$ cat src/shared/mac_pkg.sv
// Constants shared by the multiply-accumulate slice and its register stages.
// Assumes one fabric clock; all control sources come from logic on that clock.
package mac_pkg;
  // Number of selectable clock-enable and reset sources per stage
  localparam int NUM_SRC = 4;
  localparam int SEL_W = 2;
  // Native operand widths of the multiplier
  localparam int NATIVE_W9 = 9;
  localparam int NATIVE_W18 = 18;
  localparam int NATIVE_W36 = 36;
  // Default operand and accumulator widths
  localparam int DEF_OP_W = NATIVE_W18;
  localparam int DEF_ACC_W = 52;
  // Value every stage register takes on reset
  localparam logic STAGE_RESET_BIT = 1'b0;
  // Cycles from operand capture to accumulator update
  localparam int LAT_IN_TO_PIPE = 1;
  localparam int LAT_PIPE_TO_ACC = 1;
endpackage

$ cat src/design/ctl_stage.sv
// One register stage with selectable clock enable and synchronous reset.
// Assumes the enable and reset sources are already on the clk domain.
`timescale 1ns/1ns
`default_nettype none
module ctl_stage
  import mac_pkg::*;
#(
  parameter int WIDTH = 8
) (
  input wire logic clk,
  input wire logic arst_n,
  input wire logic [NUM_SRC-1:0] ce_src,
  input wire logic [NUM_SRC-1:0] rst_src,
  input wire logic [SEL_W-1:0] ce_sel,
  input wire logic [SEL_W-1:0] rst_sel,
  input wire logic [WIDTH-1:0] d,
  output logic [WIDTH-1:0] q
);
  typedef struct packed {
    logic [WIDTH-1:0] data;
  } stage_s;

  stage_s state;
  stage_s next_state;
  logic take;
  logic clear;

  // Reset beats enable so a stalled stage can still be flushed
  assign take = ce_src[ce_sel];
  assign clear = rst_src[rst_sel];

  always_comb begin
    next_state = state;
    if (clear) begin
      next_state.data = {WIDTH{STAGE_RESET_BIT}};
    end else if (take) begin
      next_state.data = d;
    end
  end

  always_ff @(posedge clk or negedge arst_n) begin
    if (!arst_n) begin
      state <= '0;
    end else begin
      state <= next_state;
    end
  end

  assign q = state.data;
endmodule
`default_nettype wire

$ cat src/design/mac_accum.sv
// Multiply-accumulate slice: input, pipeline and accumulator register stages.
// Assumes operands are already extended by fabric logic to the native width.
`timescale 1ns/1ns
`default_nettype none
// Function
// - Each stage selects enable and reset from four
// - Operands natively 9, 18 or 36 bits
// - Accumulator wraps and flags overflow
// - Unsigned overflow when sum below previous value
// - Signed overflow on same-sign inputs, sign flip
// - Overflow is a one-cycle pulse
module mac_accum
  import mac_pkg::*;
#(
  parameter int OP_W = DEF_OP_W,
  parameter int ACC_W = DEF_ACC_W
) (
  input wire logic clk,
  input wire logic arst_n,
  input wire logic [NUM_SRC-1:0] ce_src,
  input wire logic [NUM_SRC-1:0] rst_src,
  input wire logic [SEL_W-1:0] ce_sel_in,
  input wire logic [SEL_W-1:0] rst_sel_in,
  input wire logic [SEL_W-1:0] ce_sel_pipe,
  input wire logic [SEL_W-1:0] rst_sel_pipe,
  input wire logic [SEL_W-1:0] ce_sel_out,
  input wire logic [SEL_W-1:0] rst_sel_out,
  input wire logic signed_mode,
  input wire logic [OP_W-1:0] op_a,
  input wire logic [OP_W-1:0] op_b,
  output logic [ACC_W-1:0] acc,
  output logic overflow
);
  localparam int PROD_W = 2 * OP_W;
  localparam int EXT_W = ACC_W - PROD_W;

  typedef struct packed {
    logic [ACC_W-1:0] sum;
    logic ovf;
  } acc_state_s;

  acc_state_s state;
  acc_state_s next_state;

  // Only native widths are legal; narrower data is extended outside
  logic [2*OP_W:0] in_d;
  logic [2*OP_W:0] in_q;
  logic [OP_W-1:0] a_q;
  logic [OP_W-1:0] b_q;
  logic sgn_in_q;
  logic [PROD_W-1:0] prod_u;
  logic signed [PROD_W-1:0] prod_s;
  logic [PROD_W:0] pipe_d;
  logic [PROD_W:0] pipe_q;
  logic [PROD_W-1:0] prod_q;
  logic sgn_pipe_q;
  logic [ACC_W-1:0] addend;
  logic [ACC_W:0] wide_sum;
  logic unsigned_ovf;
  logic signed_ovf;
  logic out_take;
  logic out_clear;

  assign in_d = {signed_mode, op_a, op_b};

  ctl_stage #(
    .WIDTH(2 * OP_W + 1)
  ) input_stage (
    .clk(clk),
    .arst_n(arst_n),
    .ce_src(ce_src),
    .rst_src(rst_src),
    .ce_sel(ce_sel_in),
    .rst_sel(rst_sel_in),
    .d(in_d),
    .q(in_q)
  );

  assign sgn_in_q = in_q[2*OP_W];
  assign a_q = in_q[2*OP_W-1:OP_W];
  assign b_q = in_q[OP_W-1:0];

  // Both products are formed; the mode bit picks one
  assign prod_u = a_q * b_q;
  assign prod_s = $signed(a_q) * $signed(b_q);
  assign pipe_d = {sgn_in_q, sgn_in_q ? prod_s : prod_u};

  ctl_stage #(
    .WIDTH(PROD_W + 1)
  ) pipe_stage (
    .clk(clk),
    .arst_n(arst_n),
    .ce_src(ce_src),
    .rst_src(rst_src),
    .ce_sel(ce_sel_pipe),
    .rst_sel(rst_sel_pipe),
    .d(pipe_d),
    .q(pipe_q)
  );

  assign sgn_pipe_q = pipe_q[PROD_W];
  assign prod_q = pipe_q[PROD_W-1:0];

  // Extension follows the mode the product was formed in
  assign addend = sgn_pipe_q ? {{EXT_W{prod_q[PROD_W-1]}}, prod_q}
                             : {{EXT_W{1'b0}}, prod_q};

  // Carry out is the same test as result below previous value
  assign wide_sum = {1'b0, state.sum} + {1'b0, addend};
  assign unsigned_ovf = wide_sum[ACC_W];
  assign signed_ovf = (state.sum[ACC_W-1] == addend[ACC_W-1]) &&
                      (wide_sum[ACC_W-1] != state.sum[ACC_W-1]);

  assign out_take = ce_src[ce_sel_out];
  assign out_clear = rst_src[rst_sel_out];

  always_comb begin
    next_state = state;
    // Pulse by default, so a held stage never leaves the flag up
    next_state.ovf = 1'b0;
    if (out_clear) begin
      next_state.sum = '0;
    end else if (out_take) begin
      next_state.sum = wide_sum[ACC_W-1:0];
      // Flag registered with the wrapped sum, same edge
      next_state.ovf = sgn_pipe_q ? signed_ovf : unsigned_ovf;
    end
  end

  always_ff @(posedge clk or negedge arst_n) begin
    if (!arst_n) begin
      state <= '0;
    end else begin
      state <= next_state;
    end
  end

  // Wider totals are built by counting these pulses outside
  assign acc = state.sum;
  assign overflow = state.ovf;

  logic [ACC_W-1:0] prev_addend;
  logic prev_sgn;
  logic prev_update;

  always_ff @(posedge clk or negedge arst_n) begin
    if (!arst_n) begin
      prev_addend <= '0;
      prev_sgn <= 1'b0;
      prev_update <= 1'b0;
    end else begin
      prev_addend <= addend;
      prev_sgn <= sgn_pipe_q;
      prev_update <= out_take && !out_clear;
    end
  end
endmodule
`default_nettype wire

$ cat config.mk
export PLATFORM = sky130hd
export DESIGN_NAME = mac_accum
export DESIGN_NICKNAME = d
export VERILOG_FILES = /design/src/shared/mac_pkg.sv /design/src/design/ctl_stage.sv /design/src/design/mac_accum.sv
export SDC_FILE = /design/constraint.sdc
export NUM_CORES = 2
export LEC_CHECK = 0
export ABC_AREA = 0
export BUFFER_PORTS_ARGS = -buffer_cell sky130_fd_sc_hd__buf_2
export CAP_MARGIN = 5
export CORE_ASPECT_RATIO = 1.25
export CORE_UTILIZATION = 60
export DETAILED_ROUTE_END_ITERATION = 8
export GPL_TIMING_DRIVEN = 0
export PLACE_DENSITY = 0.78
export SLEW_MARGIN = 20
export SYNTH_ARGS = -nofsm -noshare
export SYNTH_HDL_FRONTEND = slang
export SYNTH_SLANG_ARGS = --single-unit
$ cat constraint.sdc
create_clock -name clk -period 13.45 [get_ports clk]
set_input_delay 2.0175 -clock clk [delete_from_list [all_inputs] [get_ports clk]]
set_output_delay 2.0175 -clock clk [all_outputs]
set_load 0.05 [all_outputs]
## Yosys cells after proc, flatten, opt, wreduce, memory -nomap -nowiden

Index checks and enable logic that the tools add are counted.
Widths: inputs -> output; s select.

- Logic and storage cells: 41
- Register bits after elaboration: 127
- Output and inout port bits: 53
- Input port bits: 59

- Reductions and logical operators: 4
- Eq/ne operators: 2
- Multiplexer cells: 22
- Add/sub/neg operators: 1
- Multiply operators: 2
- Magnitude comparators: 6

Operators by type and width:

| kind | number |
|---|---|
| $mux 37 | 4 |
| $mux 52 | 2 |
| $mul 18x18->36 | 2 |
| $add 52x52->53 | 1 |
| $mux 53 | 1 |
| $mux 36 | 1 |
| $lt 2x3->1 const B | 6 |
| $bmux 1 s2 | 6 |
| $mux 1 | 8 |
| $reduce_bool 2->1 | 3 |
| $eq 1x1->1 | 1 |
| $logic_and 1x1->1 | 1 |
| $ne 1x1->1 | 1 |

## Logic depth before layout (Yosys ltp)

- Word-level depth: 7
- Mapped depth: 27
- Gate-level depth less buffers: 25

## By module

Synthesis repeated with hierarchy kept, for this count alone.

- Cell total of the unflattened synthesis: 2842
- Area, all modules: 25813.5 µm²

Modules (own cells, without submodules):

| module | area an instance (µm²) | seq. area each (µm²) | cells each | times used |
|---|---|---|---|---|
| mac_accum | 22678.0 | 1326.3 | 2600 | 1 |
| ctl_stage | 1567.8 | 925.9 | 121 | 2 |

## Least setup slack after synthesis

Ideal clock, no wire load.

- Path type: register to register
- Start: register input_stage.state (netlist bit input_stage.q[3])
- End: register pipe_stage.state (netlist bit pipe_stage.q[32])
- Arrival: 6.272 ns
- Data required time: 13.339 ns
- Stages on the path, launching flop included: 25
- Slack: 7.067 ns
- Buffers on the path: 2
- Library setup time: 0.111 ns
- Clock period less this slack: 6.383 ns
- Path through: dfrtp_1 -> clkbuf_1 -> nand2_1 -> fa_1 -> inv_1 -> fa_1 -> inv_1 -> fa_1 -> inv_1 -> fa_1 -> fa_1 -> inv_1 -> fa_1 -> inv_1 -> ha_1 -> clkbuf_1 -> and4_1 -> nand2b_1 -> nand2b_1 -> a21oi_1 -> o311ai_4 -> a221oi_2 -> o21ai_2 -> xnor2_1 -> a2111oi_2

- Longest elaborated chain between the ends: 4
- Elaborated cells on any way between the ends: 5
- Those cells by class: mul: 2; mux: 3

Ends and longest elaborated chain:

| element | line | source |
|---|---|---|
| start: declaration | ctl_stage.sv:23 | `stage_s state;` |
| start signal: assignment | ctl_stage.sv:45 | `state <= next_state;` |
| $mul 18x18->36 (on tied branches) | mac_accum.sv:84, mac_accum.sv:85 |  |
| $mux 36 * | mac_accum.sv:86 | `assign pipe_d = {sgn_in_q, sgn_in_q ? prod_s : prod_u};` |
| $mux 37 * | ctl_stage.sv:36 | `end else if (take) begin` |
| $mux 37 * | ctl_stage.sv:34 | `if (clear) begin` |
| end signal: assignment | ctl_stage.sv:45 |  |
| end: declaration | ctl_stage.sv:23 |  |

Mark *: on every way between the ends. The rest lies on a longest branch, timed or not. The select of a mux whose other input is x is not followed.
A chain may end at the register's enable or synchronous reset.

## Final worst setup path

- Start: register input_stage.state (netlist bit input_stage.q[3])
- End: register pipe_stage.state (netlist bit pipe_stage.q[33])

Same word-level chain as after synthesis.

==> summary.log <==
[global_routing] maximum number of pins on one net before global-route repair 72
[floorplanning] core area 0.0424 sq mm
[critical_path] worst flop-to-flop path endpoint pipe_stage.q[33]
[pwr] power per cell area 100 mW/mm^2
[drt] DRC viols 0
[floorplanning] count of standard-cell rows 84
[worst_hold_path] class of the worst hold path register to register
[clock_tree] later-pin clock latency in the skew report 0.47 ns
[critical_path] startpoint class of the critical path register
[sta] final hold slack 0.523 ns
[finish] area overhead of the layout relative to synthesis 7.30%
[worst_hold_path] worst hold path depth 2
[finish] final-stage net count 3,775
[sta] number of pins with negative max-slew slack in the final report 0
[critical_path] endpoint required time on the critical path 13.77 ns
[synth] Cell variety after synth 81
[place] worst setup slack after placement 5.46 ns
[flow_run] number of maximum-capacitance constraint violations 0
[synth] area fraction of the dominant cell type after synthesis 0.347
[synth] syn avg cell area 8.90 sq um
[global_routing] number of global-route vias before repair 22,538
[sta] Worst Slack Setup Final 5.23 ns
[drt] routed via count divided by cell count 5.84
[synth] number of instances in the synthesized netlist 2,912
[sta] setup total negative slack 0 ns
[critical_path] Crit path arrival time 8.54 ns
[clock_tree] sink count of the clock tree 127
[worst_hold_path] origin of the worst min-delay path acc[48]
[pwr] peak supply drop 0.112 mV
[synth] fraction of registers with async set or reset after synthesis 1.00
[synth] cell taking the most area after synthesis sky130_fd_sc_hd__fa_1
[place] count of buffers from port buffering 111
[synth] mapped cell area 0.0259 sq mm
[clock_tree] number of H-tree branching levels 4
[drt] Total Wirelength 75,600 um
[synth] Synth Flop Type sky130_fd_sc_hd__dfrtp_1
[critical_path] kind of critical path register to register
[floorplanning] full die area 0.0441 sq mm
[global_routing] initial antenna violation count 5
[pwr] static power due to leakage 0.0146 uW
[drt] starting DRC count in detailed routing 1,525
[synth] flip-flop and latch count after synthesis 127
[critical_path] CP max FO 10
[finish] share of post-route cells with drive strength above 1 0.0586
[critical_path] launch point of the worst reg-to-reg path input_stage.q[3]
[floorplanning] number of ports placed on the die boundary 112
[outcome] outcome finished, final reports clean
[critical_path] slack of the worst reg-to-reg path 5.23 ns
[drt] number of detailed-routing iterations run before antenna repair 7
[synth] proportion of synthesized chip area in sequential cells 0.123
[sta] Worst Clk Skew 0.0166 ns
[floorplanning] die extent in y 234 um
[clock_tree] clock transition at the registers of the reported paths 0.07 ns
[place] HPWL after detailed placement 63,500 um
[place] Placed Instances 3,583
[sta] achievable clock frequency 122 MHz
[clock_tree] maximum clock path buffer count 2
[clock_tree] TritonCTS clock tree done
[drt] vias post-DR 21,119
[drt] remaining antenna violation count after routing 0
[clock_tree] Post-CTS Setup Inserts 0
[sta] final period utilization 0.611
[global_routing] GR Overflow Total 0
[floorplanning] Chip Width 188 um
[finish] non-filler cells, final 3,616
[clock_tree] CTS root buf sky130_fd_sc_hd__clkbuf_16
[sta] worst slew margin relative to its limit 0.298
[global_routing] global-route wire length before repair 119,000 um
[global_routing] global routing usage summed across all routing layers 0.356
[worst_hold_path] hold-critical path endpoint acc[48]
[sta] Fin. Hold Viols 0
[drt] WL/cell 20.9 um
[synth] Synth Warn # 0
[finish] Filler cells 3,540
[sta] actual slew at the worst max-slew pin 1.05 ns
[clock_tree] Hold-fix buffers, CTS 0
[place] global placer's final weighted congestion 0.990
[synth] Syn Nets 3,644
[floorplanning] initial core utilization 0.612
[clock_tree] TritonCTS buffer count 17
[sta] final setup fails 0
[synth] number of enable flip-flop cells after synthesis 0
[clock_tree] number of instances resized during post-cts repair 0
[critical_path] category of the worst setup path capture point register
[critical_path] FF-to-FF path depth 25
[synth] cell with the most instances after synthesis sky130_fd_sc_hd__inv_1
[synth] biggest area contributors in the synthesized netlist sky130_fd_sc_hd__fa_1 35%, sky130_fd_sc_hd__dfrtp_1 12%, sky130_fd_sc_hd__ha_1 11%, sky130_fd_sc_hd__inv_1 8.6%, sky130_fd_sc_hd__and2_1 4.5%
[synth] most common library cells after synthesis 593 x sky130_fd_sc_hd__inv_1, 449 x sky130_fd_sc_hd__fa_1, 295 x sky130_fd_sc_hd__nand2_1
[sta] final period demand of the worst path 8.22 ns
[sta] setup repair after global routing missed its margin false
[power breakdown]
group / leakage [uW] / switching, uW / internal (uW) / total (uW)
clock: 0.000291 / 215 / 281 / 496
sequential: 0.00171 / 60.7 / 434 / 494
combinational: 0.0125 / 1150 / 655 / 1800
total: 0.0146 / 1420 / 1370 / 2790
[registers in the layout, indices dropped and copies added (netlist names)]
signal	flops
input_stage.q	37
acc	52
overflow	1
pipe_stage.q	37
[critical path, cell delays in order (launching register included)]
cell                       delay, ns
sky130_fd_sc_hd__dfrtp_1        0.72
sky130_fd_sc_hd__clkbuf_1       0.66
sky130_fd_sc_hd__nand2_1        0.35
sky130_fd_sc_hd__fa_1           0.73
sky130_fd_sc_hd__inv_1          0.17
sky130_fd_sc_hd__fa_1           0.56
sky130_fd_sc_hd__inv_1          0.05
sky130_fd_sc_hd__fa_1           0.50
sky130_fd_sc_hd__inv_1          0.06
sky130_fd_sc_hd__fa_1           0.51
sky130_fd_sc_hd__fa_1           0.50
sky130_fd_sc_hd__inv_1          0.05
sky130_fd_sc_hd__fa_1           0.47
sky130_fd_sc_hd__inv_1          0.04
sky130_fd_sc_hd__ha_1           0.25
sky130_fd_sc_hd__clkbuf_1       0.19
sky130_fd_sc_hd__a211oi_1       0.39
sky130_fd_sc_hd__o21ai_0        0.16
sky130_fd_sc_hd__a221oi_1       0.32
sky130_fd_sc_hd__o21ai_0        0.15
sky130_fd_sc_hd__a41oi_1        0.36
sky130_fd_sc_hd__a211o_1        0.25
sky130_fd_sc_hd__o21bai_1       0.08
sky130_fd_sc_hd__a21oi_1        0.17
sky130_fd_sc_hd__xor2_1         0.27
sky130_fd_sc_hd__o31ai_1        0.10
[worst max path at each step]
stage,from,to,slack [ns],cells after the start
6_report,input_stage.q[3],pipe_stage.q[33],5.23,25
5_1_grt,input_stage.q[3],pipe_stage.q[33],4.94,25
4_1_cts,input_stage.q[3],pipe_stage.q[33],5.41,25
3_5_place_dp,input_stage.q[3],pipe_stage.q[33],5.46,25
3_3_place_gp,input_stage.q[3],pipe_stage.q[35],5.54,25
2_1_floorplan,input_stage.q[3],pipe_stage.q[32],7.07,24
[metal layers]
layer	wire length, um	global-route usage
met4	4140	0.193
met1	28700	0.417
met5	49	0
met2	37400	0.623
met3	5310	0.0623
[final cells by class]
type / instances / area, sq um / area share
clock inverter: 14 / 156 / 0.00562
inverter: 593 / 2230 / 0.0800
tap: 559 / 699 / 0.0251
clock buffer: 18 / 439 / 0.0158
multi-input combinational: 2075 / 20100 / 0.722
antenna: 1 / 2.50 / 0.0000899
timing repair buffer: 112 / 593 / 0.0213
buffer: 117 / 449 / 0.0161
sequential: 127 / 3180 / 0.114
[kinds of logic (layout without fill, tap and decap cells)]
| kind of cell | after synthesis | in the layout | share of synthesized area |
|---|---|---|---|
| muxes | 54 | 54 | 0.0229 |
| DFF | 127 | 127 | 0.123 |
| AOI/OAI and AO/OA | 442 | 442 | 0.112 |
| and+or+nand+nor | 799 | 799 | 0.148 |
| other | 0 | 1 | 0 |
| xor gates and xnor gates | 107 | 107 | 0.0361 |
| buffers and inverters | 710 | 854 | 0.103 |
| adders and majority gates | 673 | 673 | 0.455 |
[per-stage QoR]
stage | instance area, sq um | utilization | power, uW
6_report | 27800 | 0.657 | 2790
5_1_grt | 27800 | 0.657 | 3010
4_1_cts | 27800 | 0.657 | 2770
3_5_place_dp | 27200 | 0.643 | 2270
3_3_place_gp | 27200 | 0.642 | 2210
2_1_floorplan | 25900 | - | 1770
[cells in the final DEF, fill, tap and decap left out, drive strengths merged, types with 13 or more instances in the layout]
cell / synthesis / routed
and2: 185 / 185
nor3: 41 / 41
a21o: 58 / 58
a31oi: 13 / 13
xor2: 34 / 34
nand4: 15 / 15
o21ai: 76 / 76
a21oi: 148 / 148
a211oi: 30 / 30
nand2: 295 / 295
nor2: 139 / 139
nor2b: 31 / 31
xnor2: 73 / 73
clkbuf: 102 / 120
nand2b: 17 / 17
inv: 593 / 598
mux2i: 47 / 47
dfrtp: 127 / 127
fa: 449 / 449
ha: 224 / 224
o21a: 14 / 14
nand3: 34 / 34
buf: 15 / 127
o211ai: 13 / 13
No activity file was read; power rests on OpenSTA's default activity.
